`src/verilog/aite_regs.svh`:
```
`ifndef AITE_REGS_SVH
`define AITE_REGS_SVH
// register byte offsets
`define AITE_CTRL 12'h000
`define AITE_TRIG 12'h004
`define AITE_SCLK 12'h008
`define AITE_CCLK 12'h00C
`define AITE_PRE 12'h010
`define AITE_POST 12'h014
`define AITE_SDIV 12'h018
`define AITE_CDIV 12'h01C
`define AITE_SDLY 12'h020
`define AITE_CDLY 12'h024
`define AITE_NCH 12'h028
`define AITE_STAT 12'h02C
`define AITE_CNT 12'h030
// reset values
`define AITE_SDLY_RST 16'h0002
`define AITE_CDLY_RST 16'h0003
`define AITE_NCH_RST 8'h01
// ctrl fields
`define AITE_C_ARM 0
`define AITE_C_SWSTART 1
`define AITE_C_SWSAMP 2
`define AITE_C_STOP 3
`define AITE_C_PRETRIG 4
`define AITE_C_FINITE 5
`define AITE_C_OUTLVL 6
// trig fields
`define AITE_T_STSW 0
`define AITE_T_STEDGE 1
`define AITE_T_STSEL 7:4
`define AITE_T_RFEDGE 8
`define AITE_T_RFSEL 15:12
`define AITE_T_PSEN 16
`define AITE_T_PSLVL 17
`define AITE_T_PSSEL 23:20
`define AITE_T_OUTSEL 27:24
// sample clock fields
`define AITE_S_SRC 1:0
`define AITE_S_EDGE 2
`define AITE_S_TBSRC 5:4
`define AITE_S_TBEDGE 6
`define AITE_S_LINE 11:8
`define AITE_S_TBLINE 15:12
// convert clock fields
`define AITE_V_EXT 0
`define AITE_V_EDGE 1
`define AITE_V_TBSRC 2
`define AITE_V_LINE 7:4
// timebase rates in hz
`define AITE_TB_FAST_HZ 20000000
`define AITE_TB_SLOW_HZ 100000
`endif

```
`src/verilog/aite_pkg.sv`:
```
package aite_pkg;
  typedef enum logic [2:0] {
    AITE_IDLE = 3'b000,
    AITE_WAIT = 3'b001,
    AITE_PRE = 3'b011,
    AITE_ARMREF = 3'b010,
    AITE_POST = 3'b110,
    AITE_DONE = 3'b111
  } aite_state_t;
  typedef enum logic [1:0] {
    AITE_SS_CTR = 2'h0,
    AITE_SS_DIV = 2'h1,
    AITE_SS_SW = 2'h2,
    AITE_SS_PIN = 2'h3
  } aite_ssrc_t;
  typedef enum logic [1:0] {
    AITE_TB_FAST = 2'h0,
    AITE_TB_SLOW = 2'h1,
    AITE_TB_PIN = 2'h2
  } aite_tbsrc_t;
endpackage : aite_pkg

```
`src/verilog/aite_engine.sv`:
```
`timescale 1ns/1ps
`include "aite_regs.svh"
module aite_engine #(
  parameter int NLINES = 16,
  parameter int CW = 24,
  parameter int SYS_HZ = 25000000
) (
  // clock and reset
  input wire logic sys_clk,
  input wire logic arst_n,
  // axi4-lite slave
  input wire logic [11:0] s_axi_awaddr,
  input wire logic s_axi_awvalid,
  output logic s_axi_awready,
  input wire logic [31:0] s_axi_wdata,
  input wire logic [3:0] s_axi_wstrb,
  input wire logic s_axi_wvalid,
  output logic s_axi_wready,
  output logic [1:0] s_axi_bresp,
  output logic s_axi_bvalid,
  input wire logic s_axi_bready,
  input wire logic [11:0] s_axi_araddr,
  input wire logic s_axi_arvalid,
  output logic s_axi_arready,
  output logic [31:0] s_axi_rdata,
  output logic [1:0] s_axi_rresp,
  output logic s_axi_rvalid,
  input wire logic s_axi_rready,
  // programmable lines and counter output
  input wire logic [NLINES-1:0] programmable_io_line_in,
  output logic [NLINES-1:0] programmable_io_line_out,
  output logic [NLINES-1:0] programmable_io_line_oe,
  input wire logic counter_internal_out,
  // converter
  output logic adc_convert_strobe,
  output logic [7:0] adc_channel_index,
  output logic acq_active
);
  localparam int LW = $clog2(NLINES);
  localparam logic [CW-1:0] FAST_DIV = CW'(SYS_HZ / `AITE_TB_FAST_HZ);
  localparam logic [CW-1:0] SLOW_DIV = CW'(SYS_HZ / `AITE_TB_SLOW_HZ);

  // elaboration-time refusal of settings the logic cannot serve
  if (NLINES < 2 || NLINES > 16 || CW < 16 || CW > 32 ||
      SYS_HZ < `AITE_TB_FAST_HZ) begin : g_bad_cfg
    $error("aite_engine: unsupported NLINES, CW or SYS_HZ");
  end

  typedef struct packed {
    logic aw_got;
    logic w_got;
    logic [11:0] awaddr;
    logic [31:0] wdata;
    logic bvalid;
    logic rvalid;
    logic [31:0] rdata;
    logic [1:0] rresp;
    logic [1:0] bresp;
    logic [31:0] ctrl;
    logic [31:0] trig;
    logic [31:0] sclk;
    logic [31:0] cclk;
    logic [CW-1:0] pre;
    logic [CW-1:0] post;
    logic [CW-1:0] sdiv;
    logic [CW-1:0] cdiv;
    logic [15:0] sdly;
    logic [15:0] cdly;
    logic [7:0] nch;
    logic [NLINES-1:0] sync1;
    logic [NLINES-1:0] sync2;
    logic [NLINES-1:0] prev;
    logic cnt_prev;
    logic [CW-1:0] fast_cnt;
    logic [CW-1:0] slow_cnt;
    aite_pkg::aite_state_t st;
    logic [CW-1:0] samples;
    logic [CW-1:0] stb_cnt;
    logic [15:0] sdly_cnt;
    logic in_sample;
    logic [7:0] conv_left;
    logic [CW-1:0] conv_cnt;
    logic [15:0] cdly_cnt;
    logic conv_first;
    logic conv;
    logic [7:0] chan;
    logic samp_pulse;
    logic start_pulse;
    logic done;
  } aite_state_struct_t;

  aite_state_struct_t q;
  aite_state_struct_t d;

  // line edge helpers, synchronised copies only
  logic [NLINES-1:0] rise;
  logic [NLINES-1:0] fall;
  genvar gi;
  generate
    for (gi = 0; gi < NLINES; gi++) begin : g_edge
      assign rise[gi] = q.sync2[gi] & ~q.prev[gi];
      assign fall[gi] = ~q.sync2[gi] & q.prev[gi];
    end
  endgenerate

  logic tick_fast;
  logic tick_slow;
  logic tb_tick;
  logic hold_gate;
  logic start_hw;
  logic start_ev;
  logic ref_ev;
  logic samp_raw;
  logic samp_acc;
  logic conv_raw;
  logic conv_acc;
  logic run;
  logic wr_fire;
  logic rd_ok;
  logic [31:0] rd_val;

  function automatic logic edge_of(input logic [NLINES-1:0] r, input logic [NLINES-1:0] f,
                                   input logic [3:0] sel, input logic fall_sel);
    logic [LW-1:0] ix;
    ix = sel[LW-1:0];
    edge_of = fall_sel ? f[ix] : r[ix];
  endfunction : edge_of

  always_comb begin
    d = q;
    d.sync1 = programmable_io_line_in;
    d.sync2 = q.sync1;
    d.prev = q.sync2;
    d.cnt_prev = counter_internal_out;
    d.start_pulse = 1'b0;
    d.conv = 1'b0;
    d.samp_pulse = 1'b0;
    tick_fast = (q.fast_cnt == '0);
    tick_slow = (q.slow_cnt == '0);
    d.fast_cnt = tick_fast ? (FAST_DIV - CW'(1)) : (q.fast_cnt - CW'(1));
    d.slow_cnt = tick_slow ? (SLOW_DIV - CW'(1)) : (q.slow_cnt - CW'(1));
    case (aite_pkg::aite_tbsrc_t'(q.sclk[`AITE_S_TBSRC]))
      aite_pkg::AITE_TB_FAST: tb_tick = tick_fast;
      aite_pkg::AITE_TB_SLOW: tb_tick = tick_slow;
      aite_pkg::AITE_TB_PIN: tb_tick = edge_of(rise, fall, q.sclk[`AITE_S_TBLINE],
                                                q.sclk[`AITE_S_TBEDGE]);
      default: tb_tick = tick_fast;
    endcase
    hold_gate = q.trig[`AITE_T_PSEN] &
                (q.sync2[q.trig[`AITE_T_PSSEL] & 4'(NLINES - 1)] == q.trig[`AITE_T_PSLVL]);
    start_hw = edge_of(rise, fall, q.trig[`AITE_T_STSEL], q.trig[`AITE_T_STEDGE]);
    ref_ev = edge_of(rise, fall, q.trig[`AITE_T_RFSEL], q.trig[`AITE_T_RFEDGE]);
    start_ev = 1'b0;
    run = (q.st == aite_pkg::AITE_PRE) || (q.st == aite_pkg::AITE_ARMREF) ||
          (q.st == aite_pkg::AITE_POST);
    if (q.st == aite_pkg::AITE_WAIT || q.st == aite_pkg::AITE_IDLE ||
        q.st == aite_pkg::AITE_DONE) begin
      d.stb_cnt = q.sdiv;
    end else if (tb_tick && q.sdly_cnt == '0 && !hold_gate) begin
      d.stb_cnt = (q.stb_cnt == '0) ? q.sdiv : q.stb_cnt - CW'(1);
    end
    if (run && tb_tick && q.sdly_cnt != '0)
      d.sdly_cnt = q.sdly_cnt - 16'(1);
    case (aite_pkg::aite_ssrc_t'(q.sclk[`AITE_S_SRC]))
      aite_pkg::AITE_SS_CTR: samp_raw = counter_internal_out & ~q.cnt_prev;
      aite_pkg::AITE_SS_DIV: samp_raw = tb_tick && q.sdly_cnt == '0 && q.stb_cnt == '0;
      aite_pkg::AITE_SS_SW: samp_raw = q.ctrl[`AITE_C_SWSAMP];
      aite_pkg::AITE_SS_PIN: samp_raw = edge_of(rise, fall, q.sclk[`AITE_S_LINE],
                                                 q.sclk[`AITE_S_EDGE]);
      default: samp_raw = 1'b0;
    endcase
    samp_acc = samp_raw && run && !hold_gate && !q.in_sample;
    if (q.cclk[`AITE_V_EXT])
      conv_raw = edge_of(rise, fall, q.cclk[`AITE_V_LINE], q.cclk[`AITE_V_EDGE]);
    else
      conv_raw = (q.cdly_cnt == '0) && (q.conv_cnt == '0) &&
                 (q.cclk[`AITE_V_TBSRC] ? tb_tick : tick_fast);
    conv_acc = conv_raw && q.in_sample;
    if (q.in_sample && (q.cclk[`AITE_V_TBSRC] ? tb_tick : tick_fast)) begin
      if (q.cdly_cnt != '0)
        d.cdly_cnt = q.cdly_cnt - 16'(1);
      else
        d.conv_cnt = (q.conv_cnt == '0) ? q.cdiv : q.conv_cnt - CW'(1);
    end
    if (samp_acc) begin
      d.in_sample = 1'b1;
      d.conv_left = q.nch;
      d.chan = '0;
      d.cdly_cnt = q.cdly;
      d.conv_cnt = '0;
      d.samp_pulse = 1'b1;
    end else if (conv_acc) begin
      d.conv = 1'b1;
      d.chan = q.chan + 8'(1);
      d.conv_left = q.conv_left - 8'(1);
      if (q.conv_left == 8'(1)) begin
        d.in_sample = 1'b0;
      end
    end
    // sequencer
    case (q.st)
      aite_pkg::AITE_IDLE: if (q.ctrl[`AITE_C_ARM]) d.st = aite_pkg::AITE_WAIT;
      aite_pkg::AITE_WAIT: begin
        start_ev = q.trig[`AITE_T_STSW] ? q.ctrl[`AITE_C_SWSTART] : start_hw;
        if (start_ev) begin
          d.start_pulse = q.trig[`AITE_T_STSW];
          d.sdly_cnt = q.sdly;
          if (q.ctrl[`AITE_C_PRETRIG]) begin
            d.samples = q.pre;
            d.st = aite_pkg::AITE_PRE;
          end else begin
            d.samples = q.post;
            d.st = aite_pkg::AITE_POST;
          end
        end
      end
      aite_pkg::AITE_PRE: if (samp_acc) begin
        d.samples = q.samples - CW'(1);
        if (q.samples == CW'(1)) d.st = aite_pkg::AITE_ARMREF;
      end
      aite_pkg::AITE_ARMREF: if (ref_ev) begin
        d.samples = q.post;
        d.st = aite_pkg::AITE_POST;
      end
      aite_pkg::AITE_POST: if (samp_acc && q.ctrl[`AITE_C_FINITE]) begin
        d.samples = q.samples - CW'(1);
        if (q.samples == CW'(1)) begin
          d.st = aite_pkg::AITE_DONE;
          d.done = 1'b1;
        end
      end
      aite_pkg::AITE_DONE: if (!q.ctrl[`AITE_C_ARM]) d.st = aite_pkg::AITE_IDLE;
      default: d.st = aite_pkg::AITE_IDLE;
    endcase
    if (q.ctrl[`AITE_C_STOP] && q.st != aite_pkg::AITE_IDLE) begin
      d.st = aite_pkg::AITE_DONE;
      d.in_sample = 1'b0;
    end
    // self-clearing command bits
    d.ctrl[`AITE_C_SWSTART] = 1'b0;
    d.ctrl[`AITE_C_SWSAMP] = 1'b0;
    d.ctrl[`AITE_C_STOP] = 1'b0;
    if (q.st == aite_pkg::AITE_WAIT) d.done = 1'b0;
    // axi4-lite write
    if (s_axi_awvalid && !q.aw_got) begin
      d.aw_got = 1'b1;
      d.awaddr = s_axi_awaddr;
    end
    if (s_axi_wvalid && !q.w_got) begin
      d.w_got = 1'b1;
      d.wdata = s_axi_wdata;
    end
    wr_fire = q.aw_got && q.w_got && !q.bvalid;
    if (wr_fire) begin
      d.aw_got = 1'b0;
      d.w_got = 1'b0;
      d.bvalid = 1'b1;
      d.bresp = 2'b00;
      case (q.awaddr)
        `AITE_CTRL: d.ctrl = q.wdata;
        `AITE_TRIG: d.trig = q.wdata;
        `AITE_SCLK: d.sclk = q.wdata;
        `AITE_CCLK: d.cclk = q.wdata;
        `AITE_PRE: d.pre = q.wdata[CW-1:0];
        `AITE_POST: d.post = q.wdata[CW-1:0];
        `AITE_SDIV: d.sdiv = q.wdata[CW-1:0];
        `AITE_CDIV: d.cdiv = q.wdata[CW-1:0];
        `AITE_SDLY: d.sdly = q.wdata[15:0];
        `AITE_CDLY: d.cdly = q.wdata[15:0];
        `AITE_NCH: d.nch = (q.wdata[7:0] == '0) ? 8'(1) : q.wdata[7:0];
        `AITE_STAT, `AITE_CNT: d.bresp = 2'b00;
        default: d.bresp = 2'b10;
      endcase
    end
    if (q.bvalid && s_axi_bready) d.bvalid = 1'b0;
    // axi4-lite read
    rd_ok = 1'b1;
    case (s_axi_araddr)
      `AITE_CTRL: rd_val = q.ctrl;
      `AITE_TRIG: rd_val = q.trig;
      `AITE_SCLK: rd_val = q.sclk;
      `AITE_CCLK: rd_val = q.cclk;
      `AITE_PRE: rd_val = 32'(q.pre);
      `AITE_POST: rd_val = 32'(q.post);
      `AITE_SDIV: rd_val = 32'(q.sdiv);
      `AITE_CDIV: rd_val = 32'(q.cdiv);
      `AITE_SDLY: rd_val = {16'h0000, q.sdly};
      `AITE_CDLY: rd_val = {16'h0000, q.cdly};
      `AITE_NCH: rd_val = {24'h000000, q.nch};
      `AITE_STAT: rd_val = {24'h000000, q.chan[3:0], q.done, q.st};
      `AITE_CNT: rd_val = 32'(q.samples);
      default: begin
        rd_val = 32'h00000000;
        rd_ok = 1'b0;
      end
    endcase
    if (s_axi_arvalid && !q.rvalid) begin
      d.rvalid = 1'b1;
      d.rdata = rd_val;
      d.rresp = rd_ok ? 2'b00 : 2'b10;
    end else if (q.rvalid && s_axi_rready) begin
      d.rvalid = 1'b0;
    end
  end

  always_ff @(posedge sys_clk or negedge arst_n) begin
    if (!arst_n) begin
      q <= '0;
      q.sdly <= `AITE_SDLY_RST;
      q.cdly <= `AITE_CDLY_RST;
      q.nch <= `AITE_NCH_RST;
    end else begin
      q <= d;
    end
  end

  assign s_axi_awready = !q.aw_got;
  assign s_axi_wready = !q.w_got;
  assign s_axi_bvalid = q.bvalid;
  assign s_axi_bresp = q.bresp;
  assign s_axi_arready = !q.rvalid;
  assign s_axi_rvalid = q.rvalid;
  assign s_axi_rdata = q.rdata;
  assign s_axi_rresp = q.rresp;
  assign adc_convert_strobe = q.conv;
  assign adc_channel_index = q.chan;
  assign acq_active = run;

  logic samp_out;
  assign samp_out = q.ctrl[`AITE_C_OUTLVL] ? q.in_sample : q.samp_pulse;
  generate
    for (gi = 0; gi < NLINES; gi++) begin : g_out
      assign programmable_io_line_out[gi] =
        (q.trig[`AITE_T_OUTSEL] == 4'(gi)) ? samp_out : q.start_pulse;
      assign programmable_io_line_oe[gi] = (q.trig[`AITE_T_OUTSEL] == 4'(gi)) ||
        (q.trig[`AITE_T_STSW] && q.trig[`AITE_T_STSEL] == 4'(gi));
    end
  endgenerate

  // assertions
  // no accept while idle
  a_idle_no_sample: assert property (@(posedge sys_clk) disable iff (!arst_n)
    !run |=> !$rose(q.in_sample)) else $error("sample accepted while idle");
  a_hold_blocks: assert property (@(posedge sys_clk) disable iff (!arst_n)
    hold_gate |=> !q.samp_pulse) else $error("sample accepted while held");
  a_conv_in_sample: assert property (@(posedge sys_clk) disable iff (!arst_n)
    conv_raw && !q.in_sample |=> !q.conv) else $error("stray convert accepted");
  a_ref_early: assert property (@(posedge sys_clk) disable iff (!arst_n)
    q.st == aite_pkg::AITE_PRE && !samp_acc |=> q.st != aite_pkg::AITE_POST)
    else $error("reference accepted early");
  a_post_load: assert property (@(posedge sys_clk) disable iff (!arst_n)
    q.st == aite_pkg::AITE_ARMREF && ref_ev && !q.ctrl[`AITE_C_STOP] |=> q.samples == $past(q.post))
    else $error("post count not loaded");
  a_finish: assert property (@(posedge sys_clk) disable iff (!arst_n)
    q.st == aite_pkg::AITE_POST && samp_acc && q.ctrl[`AITE_C_FINITE] && q.samples == CW'(1)
    |=> q.st == aite_pkg::AITE_DONE) else $error("capture did not end");
  a_sw_pulse: assert property (@(posedge sys_clk) disable iff (!arst_n)
    q.st == aite_pkg::AITE_WAIT && q.trig[`AITE_T_STSW] && q.ctrl[`AITE_C_SWSTART]
    |=> q.start_pulse ##1 !q.start_pulse) else $error("no start pulse");
  a_channel_count: assert property (@(posedge sys_clk) disable iff (!arst_n)
    samp_acc |=> q.conv_left == $past(q.nch)) else $error("channel list not loaded");
endmodule : aite_engine

```
`config.mk`:
```
export PLATFORM = sky130hd
export DESIGN_NAME = aite_engine
export DESIGN_NICKNAME = d
export VERILOG_FILES = /design/src/verilog/aite_pkg.sv /design/src/verilog/aite_engine.sv
export VERILOG_INCLUDE_DIRS = /design/src /design/src/verilog
export SDC_FILE = /design/constraint.sdc
export NUM_CORES = 1
export LEC_CHECK = 0
export BUFFER_PORTS_ARGS = -buffer_cell sky130_fd_sc_hd__buf_2
export CAP_MARGIN = 20
export CORE_UTILIZATION = 50
export DETAILED_ROUTE_END_ITERATION = 8
export PLACE_DENSITY = 0.69
export RECOVER_POWER = 100
export SYNTH_ARGS = -nofsm -noshare
export SYNTH_HDL_FRONTEND = slang
export SYNTH_SLANG_ARGS = --single-unit
```
`constraint.sdc`:
```
create_clock -name sys_clk -period 3.6 [get_ports sys_clk]
set_clock_uncertainty 0.15 [all_clocks]
set_input_delay 0.54 -clock sys_clk [delete_from_list [all_inputs] [get_ports sys_clk]]
set_output_delay 0.54 -clock sys_clk [all_outputs]
set_load 0.01 [all_outputs]
```
==> impl_metrics.toml <==
[placement]
dp_cells = 3463
place_hpwl_um = 62000
place.gp.congestion = 0.946
portBuffers = 160
postPlaceCellArea_sq_mm = 0.0311
preCtsSetupSlack_ps = -108

[routing]
ant_nets = 0
routed_via_density = 6.29
drt_iter0_drc = 2470
route.detailed.drc = 0
wl_per_cell_um = 24.6
num_vias = 23031
totalWireLength_um = 90200
dr.pass1.iters = 6

[synthesis]
synth-seq-cells = 571
ys_types = 77
ys_warn_count = 0
synth_compound_area_frac = 0.134
synth_ff_type = "dfrtp_1"
synth_top_family_by_area = "multiplexers"
synthSimpleGateAreaFrac = 0.118
avgSynthCellArea_sq_um = 11.1
synthMuxAreaShare = 0.178
syn_inst = 2574
synth_top_cells_by_area = "dfrtp_1 50%, mux2_2 13%, mux4_2 3.5%"
yosys.area_share.adder = 0.00655
synth_xor_area_frac = 0.0199
synth_top_area_frac = 0.495
ys_seq_area_frac = 0.499
ys_async_sr_fraction = 1.00
synth_edf_count = 0
synthesis.area_sq_mm = 0.0287
synth_area_leader_cell = "dfrtp_1"

[floorplanning]
rows = 87
die_x_um = 241
die_area_sq_mm = 0.0583
die_h_um = 241
fp.coreArea_sq_mm = 0.0565
num_io_pins = 167
start_util = 0.507

[timing]
period_share = 1.02
min_period_ps = 3660
max_freq_mhz = 273
rsz0062_at_grt = "yes"
finalSetupViolations = 25
slew_viol_final = 55
relSlewSlack = -0.133
setup_slack_ps = -60.3
holdWs_ps = 172
hold_violations = 0
max_slew.worst_pin.slew_ps = 1700

[outcome]
outcome = "complete, but fails checks"
violations = "max-capacitance violations, max-slew violations, negative setup slack"

[power_and_ir_drop]
p_clk_frac = 0.403
leakage_nw = 15.3
power_frac_comb = 0.092
pwr-share-seq = 0.505
power_mw = 15.4
internal_power_mw = 11.2
power.density_mw_per_mm2 = 454
peakVddDrop_v = 0.000409
switching_share = 0.277
power_switching_mw = 4.27

[grt]
grt_remaining_overflow = 0
grt_usage = 0.309
grt_pass1_vias = 22796
antenna_found_initial = 3
grt_pass1_wl_um = 136000
grt_max_degree = 105

[setup_path]
ff2ff_setup_slack_ps = -60
end_kind = "flop"
timing.rr.end = "q[104]"
worst_ep_required_time_ps = 4010
worstSetupEndpoint = "q[104]"
r2r_start = "q[87]"
worstSetupPathType = "flop to flop"
cp.arrival_ps = 4070
startpoint = "q[87]"
cp-start-kind = "flop"
r2r_cells = 11
path_max_fanout = 4

[cells_and_area]
fin_nets = 2960
area_growth_pct = 18.6
finalInstanceArea_sq_mm = 0.0340
antennaDiodeCount = 0
drive_gt1_frac = 0.276
n_fill_cell = 4592
multiInputGateArea_sq_mm = 0.0134
final_cells = 3663
register_area_sq_mm = 0.0143

[cts]
clk_pin_slew_ps = 70
cts_max_level = 2
clk_latency_ps = 640
cts.sinks = 571
cts_buffer_depth = 3
tritoncts = "done"
cts_buffers = 60
root_buffer = "clkbuf_16"

[worst_hold_path]
hold_depth = 4
hold_class = "input pin to flop"

[run]
cap_violations = 1
==> cells by family after synthesis <==
group                      Yosys count
AOI/OAI and AO/OA                  547
buffers and inverters              282
muxes                              414
adders and majority gates           15
and+or+nand+nor                    679
DFF                                571
xor gates and xnor gates            65
other                                1
==> state kept, by name, indices dropped and copies added, names as in the netlist <==
name,flops
adc_channel_index,8
adc_convert_strobe,1
d,32
q,494
s_axi_bresp,1
s_axi_bvalid,1
s_axi_rdata,32
s_axi_rresp,1
s_axi_rvalid,1
==> synth_stat cells, types with 12 or more instances <==
cell type / count
a22o_1: 32
a222oi_1: 46
nand3b_1: 12
ha_1: 15
xor2_1: 35
nor2b_1: 48
a22oi_1: 34
mux2i_1: 50
o2bb2ai_1: 30
xnor2_1: 30
dfrtp_1: 567
nand4_1: 27
nand3_1: 42
and2_1: 13
mux4_2: 45
inv_1: 71
clkbuf_1: 141
a221o_1: 25
nor4_1: 24
nand2_1: 148
nor3_1: 68
o211ai_1: 14
nand2b_1: 19
or4_1: 14
or3_1: 35
nor3b_1: 14
a31oi_1: 15
mux2_2: 319
a21oi_1: 89
buf_4: 47
nor2_1: 179
o21ai_0: 147
a221oi_1: 25
==> final cells by class <==
class	count	share of cell area
Inverter	74	0.00832
Timing Repair Buffer	432	0.0918
Clock buffer	88	0.0508
Sequential cell	571	0.421
Clock inverter	20	0.00696
Multi-Input combinational cell	1722	0.394
Tap cell	756	0.0278
==> stage by stage <==
stage,TNS [ps],utilization
after floorplan,0,-
after global placement,-837,0.550
after detailed placement,-2360,0.550
after CTS,0,0.600
after global routing,-2440,0.601
final,-666,0.601
==> layer usage <==
layer  track usage  vias up  routed length [um]
met5       0.00758        -                  79
met4         0.139        6                4200
met3        0.0695      212                7790
met2         0.493     1005               42100
met1         0.403    11760               36000
li1              -    10048                   -
==> critical path, cell delays in order, from the launching register on <==
cell	delay, ps
dfrtp_1	380
or4_4	550
or4_4	530
or3_4	420
or4_4	540
a21oi_4	180
buf_6	140
o21ai_4	70
a21boi_4	180
buf_12	140
buf_6	100
mux2i_1	190
==> layout by cell type (no fill, tap or decap), types with 27 or more instances in the layout <==
| cell type | count |
|---|---|
| o21ai_0 | 142 |
| xor2_1 | 35 |
| mux4_2 | 45 |
| or3_1 | 33 |
| nor3_1 | 63 |
| nor2b_1 | 41 |
| dlygate4sd3_1 | 66 |
| nand2_1 | 148 |
| dfrtp_1 | 563 |
| nand3_1 | 41 |
| mux2_2 | 318 |
| clkbuf_16 | 62 |
| nor2_1 | 172 |
| nand4_1 | 27 |
| inv_1 | 70 |
| clkbuf_1 | 112 |
| buf_4 | 150 |
| a222oi_1 | 46 |
| a22o_1 | 32 |
| mux2i_1 | 48 |
| a21oi_1 | 89 |
| buf_2 | 74 |
| a22oi_1 | 34 |
| xnor2_1 | 30 |
==> power groups by stage <==
stage | clock, mW | sequential [mW] | combinational [mW]
finish | 6.22 | 7.78 | 1.42
global route | 6.55 | 7.82 | 1.54
CTS | 6.32 | 7.73 | 1.41
detailed placement | 0 | 7.84 | 1.33
global placement | 0 | 7.80 | 1.29
floorplan | 0 | 7.22 | 1.02
==> what timing repair did <==
item	in CTS	in global routing
gates resized for setup	19	52
pin swaps	5	20
endpoints found under the hold margin	114	0
setup endpoints to repair	54	98
hold buffers	66	0
setup buffers	7	17
gates cloned	2	2
==> how the worst min path moves through the flow <==
stage,startpoint,endpoint
global route,s_axi_arvalid,s_axi_rresp[1]
floorplan,arst_n,adc_channel_index[0]
CTS,s_axi_arvalid,s_axi_rresp[1]
global placement,d[206],d[190]
detailed placement,d[197],d[181]
finish,s_axi_arvalid,s_axi_rresp[1]
No activity file was read; power rests on OpenSTA's default activity.
